**src/design/mop_params.svh**
```systemverilog
// Summary of operation
// - enabled emergency fall: outputs hi-z, irq
// - read-only emergency active status bit
// - emergency return ignored while input low
// - key 5AH then A5H unlocks emergency disable
// - no emergency irq while disabled
// - emergency protection enabled after reset
// - overload acts only when enabled, input low
// - sample every 200 ns, count 1-15
// - return by timer, pwm sync, command
// - software overload return has top priority
// - outputs resume previous pattern after return
// - overload active status at bit 4
// - cut-off select field at bits 3:2
// - upper/lower cut-off follows majority before cut
// - cut phases drive their inactive level
// - no overload irq while disabled
// - counter halt during overload when selected
// - cut-off codes 00 none 01 all 10 pwm 11 ul
`ifndef MOP_PARAMS_SVH
`define MOP_PARAMS_SVH
// ************************************************************
// register indices (byte address is four times the index)
// ************************************************************
`define MOP_IDX_EMG_CTRL 16'h1FB0
`define MOP_IDX_OVL_CTRL 16'h1FB1
`define MOP_IDX_KEY 16'h1FBF
`define MOP_ADR_EMG_CTRL 16'h7EC0
`define MOP_ADR_OVL_CTRL 16'h7EC4
`define MOP_ADR_KEY 16'h7EFC
// ************************************************************
// field positions and values
// ************************************************************
`define MOP_BIT_EN 0
`define MOP_BIT_RTE 1
`define MOP_BIT_EMERGENCY_ACTIVE_FLAG 2
`define MOP_BIT_HALT 1
`define MOP_BIT_OVLST 4
`define MOP_BIT_RTTMR 5
`define MOP_BIT_OVERLOAD_RETURN_ON_PWM_SYNC 6
`define MOP_BIT_RTCMD 7
`define MOP_KEY_FIRST 8'h5A
`define MOP_KEY_SECOND 8'hA5
`define MOP_EMG_RESET 8'h01
`define MOP_OVL_RESET 8'h00
`define MOP_ALL_PHASES 6'h3F
// ************************************************************
// timing
// ************************************************************
`define MOP_CLK_NS 10
`define MOP_SAMPLE_NS 200
`define MOP_SAMPLE_CYC (`MOP_SAMPLE_NS / `MOP_CLK_NS)
`endif

```
**src/design/mop_pkg.sv**
```systemverilog
package mop_pkg;
  // cut-off selection codes
  typedef enum logic [1:0] {
    MOP_CUT_NONE = 2'b00,
    MOP_CUT_ALL = 2'b01,
    MOP_CUT_PWM = 2'b10,
    MOP_CUT_UL = 2'b11
  } mop_cut_t;
  // unlock key progress
  typedef enum logic [1:0] {
    MOP_KEY_IDLE = 2'b00,
    MOP_KEY_HALF = 2'b01,
    MOP_KEY_OPEN = 2'b10
  } mop_key_t;
endpackage

```
**src/design/mop_top.sv**
```systemverilog
// Chosen here: register access over Wishbone.
`timescale 1ns/10ps
`include "mop_params.svh"
module mop_top
  import mop_pkg::*;
(
  input wire logic clk,
  input wire logic reset,
  input wire logic wb_cyc_i,
  input wire logic wb_stb_i,
  input wire logic wb_we_i,
  input wire logic [15:0] wb_adr_i,
  input wire logic [3:0] wb_sel_i,
  input wire logic [31:0] wb_dat_i,
  output logic [31:0] wb_dat_o,
  output logic wb_ack_o,
  input wire logic emergencyStopIn,
  input wire logic overloadIn,
  input wire logic [5:0] patternIn,
  input wire logic [5:0] pwmPhaseIn,
  input wire logic polarityHigh,
  input wire logic timerSync,
  input wire logic pwmSync,
  output logic [5:0] motorOut,
  output logic [5:0] motorOutEn_n,
  output logic emergencyIrq,
  output logic overloadIrq,
  output logic counterHalt
);
  // ************************************************************
  // whole block state in one record
  // ************************************************************
  typedef struct packed {
    logic emgEnable; // emergency protection on
    logic emgActive; // emergency state in force
    logic emgPrev; // last synced emergency level
    logic [3:0] sampleCount; // overload sample count
    logic ovlEnable; // overload protection on
    logic ovlActive; // overload state in force
    logic rtnTmr; // return on timer sync
    logic rtnPwm; // return on pwm sync
    mop_cut_t cutSel; // phases cut in overload
    logic haltSel; // halt counter in overload
    mop_key_t keyState; // unlock progress
    logic upperWin; // upper majority at cut
    logic lowerWin; // lower majority at cut
    logic [5:0] outVal;
    logic [5:0] outEn_n;
    logic emgIrq;
    logic ovlIrq;
    logic halt;
    logic ack;
    logic [7:0] rdData;
  } mop_state_t;

  mop_state_t st_reg;
  mop_state_t st_next;
  logic [1:0] syncIn; // bit 1 emergency, bit 0 overload
  logic ovlDetect;
  logic emgFall;
  logic busReq;
  logic busWr;
  logic rteCmd;
  logic ovlRtnCmd;
  logic [5:0] onBits;
  logic [5:0] cutMask;
  logic [5:0] inactive;
  logic [7:0] wrByte;

  // majority of three phases
  function automatic logic two_of_three(input logic [2:0] v);
    two_of_three = (v[0] & v[1]) | (v[0] & v[2]) | (v[1] & v[2]);
  endfunction

  // ************************************************************
  // input conditioning
  // ************************************************************
  // both fault pins cross into the clock domain first
  mop_input_sync u_sync (
    .clk(clk),
    .reset(reset),
    .asyncIn({emergencyStopIn, overloadIn}),
    .syncOut(syncIn)
  );

  // overload low counting on the synced pin
  mop_overload_sampler u_samp (
    .clk(clk),
    .reset(reset),
    .sampleIn(syncIn[0]),
    .countSel(st_reg.sampleCount),
    .detected(ovlDetect)
  );

  // ************************************************************
  // next-state logic
  // ************************************************************
  always_comb begin
    st_next = st_reg;
    wrByte = wb_dat_i[7:0];
    busReq = wb_cyc_i && wb_stb_i && !st_reg.ack;
    busWr = busReq && wb_we_i && wb_sel_i[0];
    emgFall = st_reg.emgPrev && !syncIn[1];
    rteCmd = 1'b0;
    ovlRtnCmd = 1'b0;
    onBits = polarityHigh ? patternIn : ~patternIn;
    inactive = polarityHigh ? 6'h00 : `MOP_ALL_PHASES;
    cutMask = 6'h00;
    st_next.emgPrev = syncIn[1];
    st_next.emgIrq = 1'b0;
    st_next.ovlIrq = 1'b0;
    // one ack per request, dropped the next cycle
    st_next.ack = busReq;

    // register writes, single-cycle slave
    if (busWr) begin
      if (wb_adr_i == `MOP_ADR_EMG_CTRL) begin
        st_next.sampleCount = wrByte[7:4];
        rteCmd = wrByte[`MOP_BIT_RTE];
        // clearing the enable only works once unlocked
        st_next.emgEnable = wrByte[`MOP_BIT_EN] ||
          (st_reg.emgEnable && st_reg.keyState != MOP_KEY_OPEN);
        st_next.keyState = MOP_KEY_IDLE;
      end else if (wb_adr_i == `MOP_ADR_OVL_CTRL) begin
        ovlRtnCmd = wrByte[`MOP_BIT_RTCMD];
        st_next.rtnPwm = wrByte[`MOP_BIT_OVERLOAD_RETURN_ON_PWM_SYNC];
        st_next.rtnTmr = wrByte[`MOP_BIT_RTTMR];
        st_next.cutSel = mop_cut_t'(wrByte[3:2]);
        st_next.haltSel = wrByte[`MOP_BIT_HALT];
        st_next.ovlEnable = wrByte[`MOP_BIT_EN];
      end else if (wb_adr_i == `MOP_ADR_KEY) begin
        // any wrong byte restarts the sequence
        if (wrByte == `MOP_KEY_FIRST) begin
          st_next.keyState = MOP_KEY_HALF;
        end else if (wrByte == `MOP_KEY_SECOND && st_reg.keyState == MOP_KEY_HALF) begin
          st_next.keyState = MOP_KEY_OPEN;
        end else begin
          st_next.keyState = MOP_KEY_IDLE;
        end
      end
    end

    // register reads; key and command bits read as zero
    st_next.rdData = 8'h00;
    if (busReq && !wb_we_i) begin
      if (wb_adr_i == `MOP_ADR_EMG_CTRL) begin
        st_next.rdData = {st_reg.sampleCount, 1'b0, st_reg.emgActive, 1'b0,
          st_reg.emgEnable};
      end else if (wb_adr_i == `MOP_ADR_OVL_CTRL) begin
        st_next.rdData = {1'b0, st_reg.rtnPwm, st_reg.rtnTmr, st_reg.ovlActive,
          st_reg.cutSel, st_reg.haltSel, st_reg.ovlEnable};
      end
    end

    // emergency return only with the pin back high
    if (st_reg.emgActive && rteCmd && syncIn[1]) begin
      st_next.emgActive = 1'b0;
    end
    // a trip in the same cycle beats the return
    if (st_reg.emgEnable && emgFall) begin
      st_next.emgActive = 1'b1;
      st_next.emgIrq = 1'b1;
    end

    // overload return: command first, then the syncs
    if (st_reg.ovlActive && syncIn[0] && !ovlDetect) begin
      if (ovlRtnCmd) begin
        st_next.ovlActive = 1'b0;
      end else if ((st_reg.rtnTmr && timerSync) || (st_reg.rtnPwm && pwmSync)) begin
        st_next.ovlActive = 1'b0;
      end
    end
    if (!st_next.ovlEnable) begin
      st_next.ovlActive = 1'b0;
    end else if (ovlDetect && !st_reg.ovlActive) begin
      st_next.ovlActive = 1'b1;
      st_next.ovlIrq = 1'b1;
      // freeze the on-state seen just before the cut
      st_next.upperWin = two_of_three(onBits[2:0]);
      st_next.lowerWin = two_of_three(onBits[5:3]);
    end

    st_next.halt = st_next.ovlActive && st_next.haltSel;

    // ************************************************************
    // output stage, registered from the next state
    // ************************************************************
    st_next.outEn_n = 6'h00;
    st_next.outVal = patternIn;
    if (st_next.emgActive) begin
      st_next.outEn_n = `MOP_ALL_PHASES;
      st_next.outVal = inactive;
    end else if (st_next.ovlActive) begin
      case (st_next.cutSel)
        MOP_CUT_NONE: begin
          cutMask = 6'h00;
        end
        MOP_CUT_ALL: begin
          cutMask = `MOP_ALL_PHASES;
        end
        MOP_CUT_PWM: begin
          cutMask = pwmPhaseIn;
        end
        default: begin
          cutMask = `MOP_ALL_PHASES;
        end
      endcase
      st_next.outVal = (patternIn & ~cutMask) | (inactive & cutMask);
      if (st_next.cutSel == MOP_CUT_UL) begin
        // neither side in majority leaves every phase off
        if (st_next.upperWin) begin
          st_next.outVal = {inactive[5:3], ~inactive[2:0]};
        end else if (st_next.lowerWin) begin
          st_next.outVal = {~inactive[5:3], inactive[2:0]};
        end
      end
    end
  end

  // ************************************************************
  // state register
  // ************************************************************
  always_ff @(posedge clk) begin
    if (reset) begin
      st_reg <= '0;
      st_reg.emgEnable <= 1'b1;
      st_reg.emgPrev <= 1'b1;
      st_reg.cutSel <= MOP_CUT_NONE;
      st_reg.keyState <= MOP_KEY_IDLE;
    end else begin
      st_reg <= st_next;
    end
  end

  assign wb_dat_o = {24'h000000, st_reg.rdData};
  assign wb_ack_o = st_reg.ack;
  assign motorOut = st_reg.outVal;
  assign motorOutEn_n = st_reg.outEn_n;
  assign emergencyIrq = st_reg.emgIrq;
  assign overloadIrq = st_reg.ovlIrq;
  assign counterHalt = st_reg.halt;
endmodule

```
**src/design/mop_input_sync.sv**
```systemverilog
`timescale 1ns/10ps
module mop_input_sync
  import mop_pkg::*;
(
  input wire logic clk,
  input wire logic reset,
  input wire logic [1:0] asyncIn,
  output logic [1:0] syncOut
);
  // two-stage synchroniser state
  typedef struct packed {
    logic [1:0] stage1;
    logic [1:0] stage2;
  } mop_sync_t;
  mop_sync_t st_reg;
  mop_sync_t st_next;

  // ************************************************************
  // next state: first stage feeds only the second
  // ************************************************************
  always_comb begin
    st_next = st_reg;
    st_next.stage1 = asyncIn;
    st_next.stage2 = st_reg.stage1;
  end

  // idle level of both inputs is high
  always_ff @(posedge clk) begin
    if (reset) begin
      st_reg <= '{stage1: 2'h3, stage2: 2'h3};
    end else begin
      st_reg <= st_next;
    end
  end

  assign syncOut = st_reg.stage2;
endmodule

```
**src/design/mop_overload_sampler.sv**
```systemverilog
`timescale 1ns/10ps
`include "mop_params.svh"
module mop_overload_sampler
  import mop_pkg::*;
(
  input wire logic clk,
  input wire logic reset,
  input wire logic sampleIn,
  input wire logic [3:0] countSel,
  output logic detected
);
  // divider and consecutive-low counter
  typedef struct packed {
    logic [4:0] tick;
    logic [3:0] lowCnt;
    logic det;
  } mop_samp_t;
  mop_samp_t st_reg;
  mop_samp_t st_next;
  logic [3:0] target;

  // ************************************************************
  // sampling every 200 ns; zero count acts as one
  // ************************************************************
  always_comb begin
    st_next = st_reg;
    target = (countSel == 4'h0) ? 4'h1 : countSel;
    if (st_reg.tick == 5'(`MOP_SAMPLE_CYC - 1)) begin
      st_next.tick = 5'h00;
      if (!sampleIn) begin
        // saturate so a long fault never wraps back to zero
        if (st_reg.lowCnt != 4'hF) begin
          st_next.lowCnt = st_reg.lowCnt + 4'h1;
        end
        if (st_reg.lowCnt + 4'h1 >= target) begin
          st_next.det = 1'b1;
        end
      end else begin
        st_next.lowCnt = 4'h0;
        st_next.det = 1'b0;
      end
    end else begin
      st_next.tick = st_reg.tick + 5'h01;
    end
  end

  always_ff @(posedge clk) begin
    if (reset) begin
      st_reg <= '{tick: 5'h00, lowCnt: 4'h0, det: 1'b0};
    end else begin
      st_reg <= st_next;
    end
  end

  assign detected = st_reg.det;
endmodule

```
**config.mk**
```make
export PLATFORM = sky130hd
export DESIGN_NAME = mop_top
export DESIGN_NICKNAME = d
export VERILOG_FILES = /design/src/design/mop_pkg.sv /design/src/design/mop_top.sv /design/src/design/mop_input_sync.sv /design/src/design/mop_overload_sampler.sv
export VERILOG_INCLUDE_DIRS = /design/src /design/src/design
export SDC_FILE = /design/constraint.sdc
export NUM_CORES = 1
export LEC_CHECK = 0
export ABC_AREA = 1
export BUFFER_PORTS_ARGS = -buffer_cell sky130_fd_sc_hd__buf_4
export CORE_AREA = 2 2 112 114
export CTS_CLUSTER_DIAMETER = 150
export DETAILED_ROUTE_END_ITERATION = 8
export DIE_AREA = 0 0 114 116
export SLEW_MARGIN = 15
export SYNTH_ARGS = -nofsm -noshare
export SYNTH_HDL_FRONTEND = slang
export SYNTH_HIERARCHICAL = 1
export SYNTH_SLANG_ARGS = --single-unit
```
**constraint.sdc**
```tcl
create_clock -name clk -period 2.4 [get_ports clk]
set_input_delay 0.12 -clock clk [delete_from_list [all_inputs] [get_ports clk]]
set_output_delay 0.12 -clock clk [all_outputs]
set_load 0.01 [all_outputs]
```
-- Yosys cells after proc, flatten, opt, wreduce, memory -nomap -nowiden
Cells that the tools add are included.
- bits in registers: 56
- latch bits: 0
- RAM bits: 0
- ROM bits: 0
- input bits: 74
- output and inout port bits: 48
- word-level logic and storage cells: 144
- memories: 0
- add/sub/neg operators: 2
- $mul: 0
- div/mod/pow operators: 0
- magnitude comparators: 1
- equal/unequal tests: 12
- shift operators: 0
- mux-type cells: 44
- bitwise operators: 21
- reductions and logical operators: 38
- operator list (cell ; count):
    $mux 6 ; 10
    $eq 16x15->1 const B ; 3
    $mux 1 ; 18
    $logic_and 1x1->1 ; 17
    $mux 2 ; 7
    $and 6x6->6 ; 2
    $not 6->6 ; 2
    $pmux 6 s2 ; 1
    $mux 5 ; 2
    $eq 8x7->1 const B ; 1
    $eq 8x8->1 const B ; 1
    $mux 4 ; 2
    $mux 8 ; 1
    $mux 7 ; 1
    $and 1x1->1 ; 6
    $mux 3 ; 2
    $not 3->3 ; 2
    $or 6x6->6 ; 1
    $reduce_and 2->1 ; 3
    $reduce_and 3->1 ; 2
    $reduce_bool 2->1 ; 3
    $reduce_or 2->1 ; 3
    $add 5x1->5 const B ; 1
    $eq 5x5->1 const B ; 1
    13 further kinds ; 26

-- Longest topological paths before layout
Gate-level depths: netlist of the first run.
- depth after elaboration: 20
- mapped depth: 17
- gate-level depth less buffers: 16

-- By module
Netlist of the first run, hierarchy kept.
- modules (own cells, without submodules) (module ; times used ; cells an instance ; area an instance (µm²) ; seq. area each (µm²)):
    mop_top ; 1 ; 331 ; 2242.2 ; 720.7
    mop_overload_sampler ; 1 ; 85 ; 606.8 ; 200.2
    mop_input_sync ; 1 ; 13 ; 116.4 ; 80.1

-- Least setup slack after synthesis of the first run
No wires, ideal clock.
- path kind: register to register
- start: register st_reg, in the netlist wb_ack_o
- end: register st_reg, in the netlist motorOut[0]
- setup time: 0.132 ns
- data arrival time: 1.791 ns
- required time: 2.268 ns
- setup slack: 0.476 ns
- stages on the path, launching flop included: 14
- path buffers: 1
- period minus slack after synthesis: 1.924 ns
- path through: dfxtp_1 nand3b_1 nor2_4 nand3_4 nand2_4 nand2_2 or2_1 buf_4 a21oi_4 nand2_1 nand2_1 nand2_1 nand2_1 a21oi_1
- word-level cells in the longest chain between the ends: 17
- elaborated cells on any way between the ends: 32
- classes of those cells: eq/ne: 2; mux: 19; bitwise: 4; reduce/logical: 7
- RTL lines (item ; RTL line ; RTL):
    start, declared ; mop_top.sv:56 ; mop_state_t st_reg;
    start signal, assigned ; mop_top.sv:231 ; st_reg <= st_next;
    $logic_not 1->1 * ; mop_top.sv:101 ; busReq = wb_cyc_i && wb_stb_i && !st_reg.ack;
    $logic_and 1x1->1 * ; mop_top.sv:101 ;
    $logic_and 1x1->1 * (2 in a row) ; mop_top.sv:102 ; busWr = busReq && wb_we_i && wb_sel_i[0];
    $mux 5 ; mop_top.sv:116 ; if (busWr) begin
    $eq 2x2->1 or $logic_not 2->1 (tied branches) ; mop_top.sv:194 ; case (st_next.cutSel)
    $pmux 6 s2 ; mop_top.sv:194 ;
    $mux 6 ; mop_top.sv:193 ; end else if (st_next.ovlActive) begin
    $mux 6 ; mop_top.sv:190 ; if (st_next.emgActive) begin
    $not 6->6 ; mop_top.sv:208 ; st_next.outVal = (patternIn & ~cutMask) | (inactive & cutMask);
    $and 6x6->6 ; mop_top.sv:208 ;
    $or 6x6->6 ; mop_top.sv:208 ;
    $mux 6 ; mop_top.sv:213 ; end else if (st_next.lowerWin) begin
    $mux 6 ; mop_top.sv:211 ; if (st_next.upperWin) begin
    $mux 6 ; mop_top.sv:209 ; if (st_next.cutSel == MOP_CUT_UL) begin
    $mux 6 ; mop_top.sv:193 ;
    $mux 6 * ; mop_top.sv:190 ;
Every way passes the cells marked *; elsewhere a longest branch is shown, timed or not. The select of a mux whose other input is x is not followed.
A chain may end at the register's enable or synchronous reset.

-- Final worst setup path of the first run
- start: register st_reg, in the netlist wb_ack_o
- end: register st_reg, in the netlist motorOut[1]
The elaborated chain is that of the path after synthesis.

==> metrics.md, run 1 <==
| Metric | Value |
|---|---|
| Max_cap viols | 0 |
| Aggregate global-route resource usage | 10.97% |
| Total congestion overflow | 0 |
| WP data required | approximately 2600 ps |
| Share of cells above drive strength 1 | 23.20% |
| Syn Inst Count | approximately 430 |
| Largest register FFs | 17 |
| Post-layout instance area | 0.003626 mm² |
| R2r worst-path depth | 12 |
| Sequential power share | a little under half |
| DRC violations left | 0 |
| Sw frac | between 20% and 30% |
| Tmin final | between 2000 and 2500 ps |
| Post-DR wirelength/cell | 11.22 µm |
| Crit path kind | reg -> reg |
| Worst vdd ir | 0.2795 mV |
| Hold crit path type | in -> reg |
| Yosys warning total | 6 |
| CP Cell Sequence | nand3b_1 -> nor2_4 -> nand3_4 -> nand2_4 -> nand2_2 -> or2_1 -> a21oi_4 -> nand2_1 -> nand2_1 -> nand2_1 -> nand2_1 -> a21oi_1 |
| GRT met1 Usage | 12.36% |
| Max incr delay on CP | approximately 340 ps |
| FILL cells | about 1,300 |
| Cell area after placement | between 0.003 and 0.004 mm² |
| Synthesized area | about 0.0030 mm² |
| Gate power share | between 10% and 20% |
| RSZ-0062 raised after global routing | no |
| WP depth | 12 |
| Hold wc startpoint | overloadIn |
| Global-route wire length before repair | about 12,000 µm |
| GRT busiest layer | met2 |
| Hold Path End | u_sync/st_next[0] |
| Clock buffer depth | 2 |
| Endpoints failing hold | 0 |
| Setup TNS | 0 ps |
| Met3 usage | roughly 3.2% |
| Die Y-Extent | ~120 µm |
| Mapped Avg Cell Area | 6.912 µm² |
| Clock group share of total power | around 43% |
| Total CTS buffers | 5 |
| DRT iter0 DRCs | roughly 150 |
| CTS Hold Bufs | 0 |
| Hold Path Stages | 3 |
| Antenna violations before repair | 0 |
| Clock transition at the registers of the reported paths | ~60 ps |
| Pwr Density | 519.1 mW/mm² |
| Commonest non-fill, non-tap cell in the layout | nand2_1 |
| Final GP Congestion | 0.8326 |
| Post-synthesis sequential area ratio | 33.76% |
| Antenna violation net count after detailed routing | 0 |
| Core footprint | roughly 0.012 mm² |
| Pleak | 1.758 nW |
| Area growth, synth to finish | 22.28% |
| Outcome | complete, no violations |
| Vias per inst | around 4.3 |
| Buf/Inv on CP | 0 |
| Critical path's top delay family | simple AND/OR/NAND/NOR gates |
| Initial core utilization | approximately a quarter |
| Slowest CP cell | or2_1 |
| Most frequent cells in the layout | nand2_1, buf_4, inv_1, dfxtp_1, nand3_1 |
| Ant diodes | 0 |
| I/O Pins | between 100 and 150 |
| DRT Wirelength | 7116 µm |
| Reg2Reg Launch Point | wb_ack_o |
| CP Data Arrival Time | 2310 ps |
| Vias in the first global route | ~2,600 |
| F_max | roughly 470 MHz |
| Post-detail-place hpwl | 5697 µm |
| P_int | 1.459 mW |
| Switching power | roughly 420 µW |
| Finished Core Util | roughly 30% |
| Vias | roughly 2,700 |
| CP Max Fanout | 10 |
| R2r endpoint | motorOut[1] |
| Max Slew Vio Count | 0 |
| # port buffers | 70 |
| Setup Fix Bufs, Post-CTS | 0 |
| Cell Rows | 40 |
| Seq cells post-synth | 50 |
| Critical path launch point type | register |
| First-pass DRT Iterations | 5 |
| PostCTS Resize Cnt | 0 |
| Synth cell types | 36 |
| Die Wd | 114 µm |
| Clk sinks | 50 |
| Endpoints failing setup | 0 |
| Largest net degree at the start of global routing | 27 |
| Met2 Use GR | between 10% and 20% |
| CTS H-tree lvls | 2 |
| Net count reported at finish | 567 |
| Worst-Skew Late Latency | 290 ps |
| Critical path capture point type | register |
| Crit-path most repeated cell | nand2_1 |
| CTS tree | built |
| Die area | 0.01322 mm² |
| Setup Skew | between 7 and 8 ps |
| Crit share post-route | between 80% and 90% |
| Reg2reg setup slack | 260 ps |
| CTS root buf | clkbuf_16 |
routing by layer:
layer	routed length [µm]	vias up
met5	0	-
met3	599	6
met1	3014	1214
li1	-	1422
met4	121	0
met2	3380	90
stage by stage:
step	worst slack, ps	hold slack, ps	total power, mW	cells
floorplan	476.4	182.4	1.018	452
global placement	289.6	311.1	1.079	623
detailed placement	233.7	312.5	1.083	623
CTS	206.0	4.624	1.907	630
global route	20.02	4.920	1.960	634
finish	257.6	10.47	1.882	634
how the worst max path moves through the flow:
stage	start	to	slack [ps]
CTS	wb_ack_o	motorOut[1]	210
finish	wb_ack_o	motorOut[1]	260
global route	wb_ack_o	motorOut[1]	20
global placement	wb_ack_o	motorOut[2]	290
detailed placement	wb_ack_o	motorOut[1]	230
floorplan	wb_ack_o	motorOut[0]	480
kinds of logic (layout without fill, tap and decap cells):
family / after synthesis / in the layout / share of synthesized area (%)
other: 1 / 24 / 0.1265
buffers and inverters: 114 / 149 / 20.25
AO/OA/AOI/OAI: 49 / 49 / 10.00
XOR/XNOR: 2 / 2 / 0.5908
AND/OR/NAND/NOR: 207 / 207 / 32.74
flip-flops: 50 / 50 / 33.76
adder cells (fa/ha/maj): 6 / 6 / 2.532
cells in the mapped netlist, drive strengths merged:
cell type	number	area share [%]
nand3b	1	0.25
inv	62	7.8
o211ai	3	0.76
clkinv	3	0.38
o21ai	11	2.1
a221oi	1	0.30
nor2	38	6.2
and3	1	0.21
ha	6	2.5
conb	1	0.13
nand3	42	7.7
dfxtp	50	34
a21oi	25	4.7
nand4	11	2.3
or2	4	0.84
clkbuf	3	0.38
a211oi	3	0.76
a31o	1	0.30
o22ai	5	1.1
nor4	1	0.21
xor2	2	0.59
nor3	7	1.2
nand2	102	14
buf	46	12
area by class of cell:
type,count,area (µm²),share of cell area (%)
tap,147,183.9,5.072
inverter,65,244.0,6.729
timing repair buffer,77,578.1,15.94
multi-input combinational,288,1450,39.99
clock inverter,1,30.03,0.8282
clock buffer,6,138.9,3.830
sequential,50,1001,27.61
power by group through the flow:
stage	registers (mW)	clock network, mW	logic (mW)
6_report	0.856	0.815	0.211
3_5_place_dp	0.875	0	0.208
4_1_cts	0.856	0.843	0.208
3_3_place_gp	0.875	0	0.205
2_1_floorplan	0.873	0	0.145
5_1_grt	0.857	0.867	0.236
worst min-delay path: stages:
cell	delay, ps
buf_4	80
inv_1	40
nand2_2	40
No activity file was read; power rests on OpenSTA's default activity.
==> run 2, diff against run 1 <==
==> constraint.sdc (replaced) <==
create_clock -name clk -period 2.4 [get_ports clk]
set_input_delay 0.24 -clock clk [delete_from_list [all_inputs] [get_ports clk]]
set_output_delay 0.24 -clock clk [all_outputs]
set_load 0.01 [all_outputs]
==> run 2 against run 1 <==
  * Register-to-register slack hardly changed
  * Utilization is 0.35 points lower
  * Die area did not move
  * First-iteration DRC count down 15%
  * Clock-buffer cell count fell by 1
  * Via count is 0.81% lower
  * Combinational power is essentially flat
  * Worst hold slack better by 110 ps
  * Sequential power about the same
  * Setup slack better by 4.9 ps
  * Final cell count shrank 0.16%
  * Critical endpoint unchanged
  * Largest cell class unchanged
==> metrics.md, run 2 (same netlist as run 1, synthesis figures left out) <==
| Metric | Value |
|---|---|
| Max_cap viols | 0 (unchanged) |
| Antenna violations before repair | 0 (unchanged) |
| Cell area after placement | 0.003435 mm² (was 0.003427 mm²) |
| CP Cell Sequence | nand3b_1 -> nor2_4 -> nand3_4 -> nand2_4 -> nand2_2 -> or2_1 -> a21oi_4 -> nand2_1 -> nand2_1 -> nand2_1 -> nand2_1 -> a21oi_1 (unchanged) |
| Critical path launch point type | register (unchanged) |
| First-pass DRT Iterations | 4 (was 5) |
| Endpoints failing setup | 0 (unchanged) |
| DRC violations left | 0 (unchanged) |
| Setup Skew | 5.845 ps (was 7.251 ps) |
| F_max | 467.8 MHz (was 466.8 MHz) |
| PostCTS Resize Cnt | 0 (unchanged) |
| Die area | 0.01322 mm² (unchanged) |
| Post-DR wirelength/cell | 11.23 µm (was 11.22 µm) |
| Finished Core Util | 30.09% (was 30.44%) |
| Hold crit path type | in -> reg (unchanged) |
| Most frequent cells in the layout | nand2_1, buf_4, inv_1, dfxtp_1, nand3_1 (unchanged) |
| Post-detail-place hpwl | 5716 µm (was 5697 µm) |
| CTS Hold Bufs | 0 (unchanged) |
| Setup TNS | 0 ps (unchanged) |
| Antenna violation net count after detailed routing | 0 (unchanged) |
| Outcome | complete, no violations (unchanged) |
| Total CTS buffers | 5 (unchanged) |
| Crit-path most repeated cell | nand2_1 (unchanged) |
| CP Data Arrival Time | 2300 ps (was 2310 ps) |
| Global-route wire length before repair | 11,380 µm (was 11,540 µm) |
| Largest net degree at the start of global routing | 27 (unchanged) |
| DRT Wirelength | 7109 µm (was 7116 µm) |
| Die Y-Extent | 116 µm (unchanged) |
| Net count reported at finish | 566 (was 567) |
| Post-layout instance area | 0.003585 mm² (was 0.003626 mm²) |
| Max incr delay on CP | 350 ps (was 340 ps) |
| Max Slew Vio Count | 0 (unchanged) |
| RSZ-0062 raised after global routing | no (unchanged) |
| Tmin final | 2137 ps (was 2142 ps) |
| Endpoints failing hold | 0 (unchanged) |
| WP data required | 2570 ps (was 2560 ps) |
| Die Wd | 114 µm (unchanged) |
| Aggregate global-route resource usage | 10.92% (was 10.97%) |
| Share of cells above drive strength 1 | 23.05% (was 23.20%) |
| Total congestion overflow | 0 (unchanged) |
| I/O Pins | 122 (unchanged) |
| Clock buffer depth | 2 (unchanged) |
| Commonest non-fill, non-tap cell in the layout | nand2_1 (unchanged) |
| Worst vdd ir | 0.2476 mV (was 0.2795 mV) |
| DRT iter0 DRCs | 126 (was 148) |
| Initial core utilization | 24.89% (unchanged) |
| Cell Rows | 40 (unchanged) |
| Largest register FFs | 17 (unchanged) |
| Crit share post-route | 89.06% (was 89.26%) |
| Critical path capture point type | register (unchanged) |
| Vias per inst | 4.281 (was 4.309) |
| CTS root buf | clkbuf_16 (unchanged) |
| Slowest CP cell | or2_1 (unchanged) |
| # port buffers | 70 (unchanged) |
| Crit path kind | reg -> reg (unchanged) |
| Vias in the first global route | 2,550 (was 2,617) |
| Ant diodes | 0 (unchanged) |
| CTS H-tree lvls | 2 (unchanged) |
| Pwr Density | 487.4 mW/mm² (was 519.1 mW/mm²) |
| Worst-Skew Late Latency | 290 ps (about the same) |
| Core footprint | 0.01191 mm² (unchanged) |
| CP Max Fanout | 10 (unchanged) |
| Final GP Congestion | 0.8361 (was 0.8326) |
| Clock transition at the registers of the reported paths | 60 ps (about the same) |
| Area growth, synth to finish | 20.89% (was 22.28%) |
| CTS tree | built (unchanged) |
| Pleak | 1.741 nW (was 1.758 nW) |
| Clk sinks | 50 (unchanged) |
| Vias | 2,710 (was 2,732) |
run 2: timing repair:
action | 4_1_cts | 5_1_grt
hold endpoints to repair | 0 | 0
setup buffers | 0 | 2
setup endpoints to repair | 0 | 2
run 2: final timing paths:
| kind | startpoint | to | slack, ps | cells after the start |
|---|---|---|---|---|
| max | wb_ack_o | motorOut[1] | 260 | 12 |
| min | overloadIn | u_sync/st_next[0] | 120 | 3 |
| max reg2reg | wb_ack_o | motorOut[1] | 260 | 12 |
| min reg2reg | u_sync/st_next[0] | u_sync/syncOut[0] | 410 | 2 |
run 2: routing by layer:
layer | vias up | GRT usage, % | routed length [µm]
met5 | - | 0 | 0
met4 | 0 | 6.179 | 194
met3 | 12 | 2.563 | 545
met2 | 90 | 18.61 | 3348
met1 | 1189 | 12.62 | 3021
li1 | 1419 | - | -
run 2: layout make-up:
cell class | count | area (µm²)
Sequential cell | 50 | 1001
Timing Repair Buffer | 76 | 570.5
Tap cell | 147 | 183.9
Clock inverter | 2 | 10.01
Fill cell | 1316 | 8327
Inverter | 65 | 244.0
Multi-Input combinational cell | 288 | 1450
Clock buffer | 5 | 125.1
run 2: report_power, final:
part / internal [mW] / switching (mW)
logic: 0.0954 / 0.113
registers: 0.847 / 0.00871
clock network: 0.377 / 0.306
total: 1.32 / 0.428
run 2: worst max-delay path: cells and delay by family, from the launching register on:
family,cells,cell delay (ps)
flops,1,310
compound gates,2,230
simple gates,10,1490
run 2: per-stage QoR:
step	hold slack, ps	cells	total power, mW	setup WS, ps
floorplan	302.4	452	1.018	476.4
global placement	390.4	624	1.079	259.5
detailed placement	402.4	624	1.083	200.6
CTS	120.0	631	1.774	217.4
global route	148.0	633	1.826	25.14
finish	124.5	633	1.747	262.6
==> run 3, diff against run 2 <==
--- a/config.mk
+++ b/config.mk
@@ -8,10 +8,13 @@
 export LEC_CHECK = 0
 export ABC_AREA = 1
 export BUFFER_PORTS_ARGS = -buffer_cell sky130_fd_sc_hd__buf_4
+export CELL_PAD_IN_SITES_DETAIL_PLACEMENT = 1
+export CELL_PAD_IN_SITES_GLOBAL_PLACEMENT = 1
 export CORE_AREA = 2 2 112 114
 export CTS_CLUSTER_DIAMETER = 150
 export DETAILED_ROUTE_END_ITERATION = 8
 export DIE_AREA = 0 0 114 116
+export PLACE_DENSITY_LB_ADDON = 0.1
 export SLEW_MARGIN = 15
 export SYNTH_ARGS = -nofsm -noshare
 export SYNTH_HDL_FRONTEND = slang
==> run 3 against run 2 <==
  * Largest cell class unchanged
  * Combinational power grew 2%
  * Maximum frequency shrank 1.3%
  * Global-route usage grew 2.0 points
  * Register-to-register slack lost 30 ps
  * Worst hold slack gained 15 ps
==> metrics.md, run 3 (same netlist as run 1, synthesis figures left out) <==
| Metric | Value |
|---|---|
| Largest register FFs | 17 (unchanged) |
| Crit share post-route | 90.24% (was 89.06%) |
| Commonest non-fill, non-tap cell in the layout | nand2_1 (unchanged) |
| Antenna violations before repair | 0 (unchanged) |
| WP data required | 2570 ps (about the same) |
| DRC violations left | 0 (unchanged) |
| Die area | 0.01322 mm² (unchanged) |
| Worst-Margin Slew | between 400 and 500 ps |
| FILL cells | 1,520 (was 1,316) |
| R2r endpoint | motorOut[2] (was motorOut[1]) |
| Endpoints failing setup | 0 (unchanged) |
| CTS root buf | clkbuf_16 (unchanged) |
| # port buffers | 70 (unchanged) |
| CTS tree | built (unchanged) |
| Antenna violation net count after detailed routing | 0 (unchanged) |
| Register area | 0.001001 mm² (unchanged) |
| Tmin final | 2166 ps (was 2137 ps) |
| Clk sinks | 50 (unchanged) |
| Ant diodes | 0 (unchanged) |
| Finished Core Util | 30.35% (was 30.09%) |
| Vias in the first global route | 2,739 (was 2,550) |
| Cell area after placement | 0.003450 mm² (was 0.003435 mm²) |
| Clock buffer depth | 2 (unchanged) |
| Core footprint | 0.01191 mm² (unchanged) |
| Overall Power | 1.811 mW (was 1.747 mW) |
| Cell Rows | 40 (unchanged) |
| Vias per inst | 4.321 (was 4.281) |
| Aggregate global-route resource usage | 12.91% (was 10.92%) |
| Final GP Congestion | 0.7702 (was 0.8361) |
| Critical path capture point type | register (unchanged) |
| Post-layout instance area | 0.003615 mm² (was 0.003585 mm²) |
| Die Wd | 114 µm (unchanged) |
| Max Slew Vio Count | 0 (unchanged) |
| DRT Wirelength | 8361 µm (was 7109 µm) |
| Max_cap viols | 0 (unchanged) |
| Outcome | complete, no violations (unchanged) |
| Hold wc startpoint | overloadIn (unchanged) |
| R2r worst-path depth | 12 (unchanged) |
| Area growth, synth to finish | 21.90% (was 20.89%) |
| Endpoints failing hold | 0 (unchanged) |
| Cell count after placement | 626 (was 624) |
| Die Y-Extent | 116 µm (unchanged) |
| Finished Layout Cells | 635 (was 633) |
| I/O Pins | 122 (unchanged) |
| Post-detail-place hpwl | 6940 µm (was 5716 µm) |
| Hold crit path type | in -> reg (unchanged) |
| Vias | 2,744 (was 2,710) |
| F_max | 461.7 MHz (was 467.8 MHz) |
| Slew margin rel. | between 60% and 70% |
| CP Data Arrival Time | 2330 ps (was 2300 ps) |
| Multi-input gate area | 0.001453 mm² (was 0.001450 mm²) |
| Clock transition at the registers of the reported paths | 70 ps (was 60 ps) |
| Hold Path End | u_sync/st_next[0] (unchanged) |
| Total CTS buffers | 5 (unchanged) |
| Share of cells above drive strength 1 | 23.57% (was 23.05%) |
| Setup Skew | 7.629 ps (was 5.845 ps) |
| Critical path launch point type | register (unchanged) |
| CTS Hold Bufs | 0 (unchanged) |
| Setup TNS | 0 ps (unchanged) |
| Pwr Density | 500.9 mW/mm² (was 487.4 mW/mm²) |
| Reg2reg setup slack | 230 ps (was 260 ps) |
| Worst vdd ir | 0.2798 mV (was 0.2476 mV) |
| DRT iter0 DRCs | 44 (was 126) |
| Reg2Reg Launch Point | wb_ack_o (unchanged) |
| Net count reported at finish | 567 (was 566) |
| Largest net degree at the start of global routing | 27 (unchanged) |
| Hold Path Stages | 3 (unchanged) |
| CP Max Fanout | 10 (unchanged) |
| Most frequent cells in the layout | nand2_1, buf_4, inv_1, dfxtp_1, nand3_1 (unchanged) |
| Pleak | 1.748 nW (was 1.741 nW) |
| Worst-Skew Late Latency | 290 ps (about the same) |
| Global-route wire length before repair | 13,520 µm (was 11,380 µm) |
| Total congestion overflow | 0 (unchanged) |
| Initial core utilization | 24.89% (unchanged) |
| CTS H-tree lvls | 2 (unchanged) |
| Post-DR wirelength/cell | 13.17 µm (was 11.23 µm) |
| First-pass DRT Iterations | 4 (unchanged) |
| Crit path kind | reg -> reg (unchanged) |
| RSZ-0062 raised after global routing | no (unchanged) |
[run 3: timing repair]
item | in CTS | in global routing
setup endpoints to repair | 0 | 3
buffers inserted | 0 | 1
resized for setup | 0 | 1
[run 3: routing by layer]
metal  global-route usage, %  part of all wire (%)  vias to the layer above  wire (µm)
li1                        -                     -                     1413          -
met1                   16.78                    47                     1265       3908
met2                   22.18                    48                       58       4039
met3                   1.987                   3.7                        8        306
met4                   3.821                   1.3                        0        107
met5                       0                     0                        -          0
[run 3: metrics by stage]
stage | setup slack [ps] | hold WS, ps
after floorplan | 476.4 | 302.4
after global placement | 132.4 | 398.5
after detailed placement | 122.9 | 400.7
after CTS | 191.7 | 137.6
after global routing | 10.55 | 136.9
final | 234.2 | 139.0
[run 3: power breakdown]
part	internal [mW]	switching [mW]
clock network	0.419	0.323
logic	0.0960	0.117
registers	0.847	0.00933
[run 3: layout make-up]
| type | instances | share of cell area (%) |
|---|---|---|
| Sequential cell | 50 | 27.69 |
| Tap cell | 147 | 5.088 |
| Inverter | 65 | 6.750 |
| Timing Repair Buffer | 77 | 15.99 |
| Multi-Input combinational cell | 288 | 40.19 |
| Clock inverter | 2 | 0.4500 |
| Clock buffer | 6 | 3.842 |
[run 3: worst max path at each step]
| stage | to | cells after the start | startpoint |
|---|---|---|---|
| 5_1_grt | motorOut[2] | 14 | wb_ack_o |
| 6_report | motorOut[2] | 12 | wb_ack_o |
| 3_3_place_gp | motorOut[2] | 14 | wb_adr_i[8] |
| 2_1_floorplan | motorOut[0] | 13 | wb_ack_o |
| 4_1_cts | motorOut[2] | 14 | wb_ack_o |
| 3_5_place_dp | motorOut[2] | 14 | wb_adr_i[15] |
[run 3: critical path, cell delays in order, from the launching register on]
cell      delay, ps
dfxtp_1         310
nand3b_1        260
nor2_4          190
nand3_4         170
nand2_4         150
nand2_2          60
or2_1           360
a21oi_4         180
nand2_1         120
nand2_1          80
nand2_1          50
nand2_1          50
a21oi_1          60
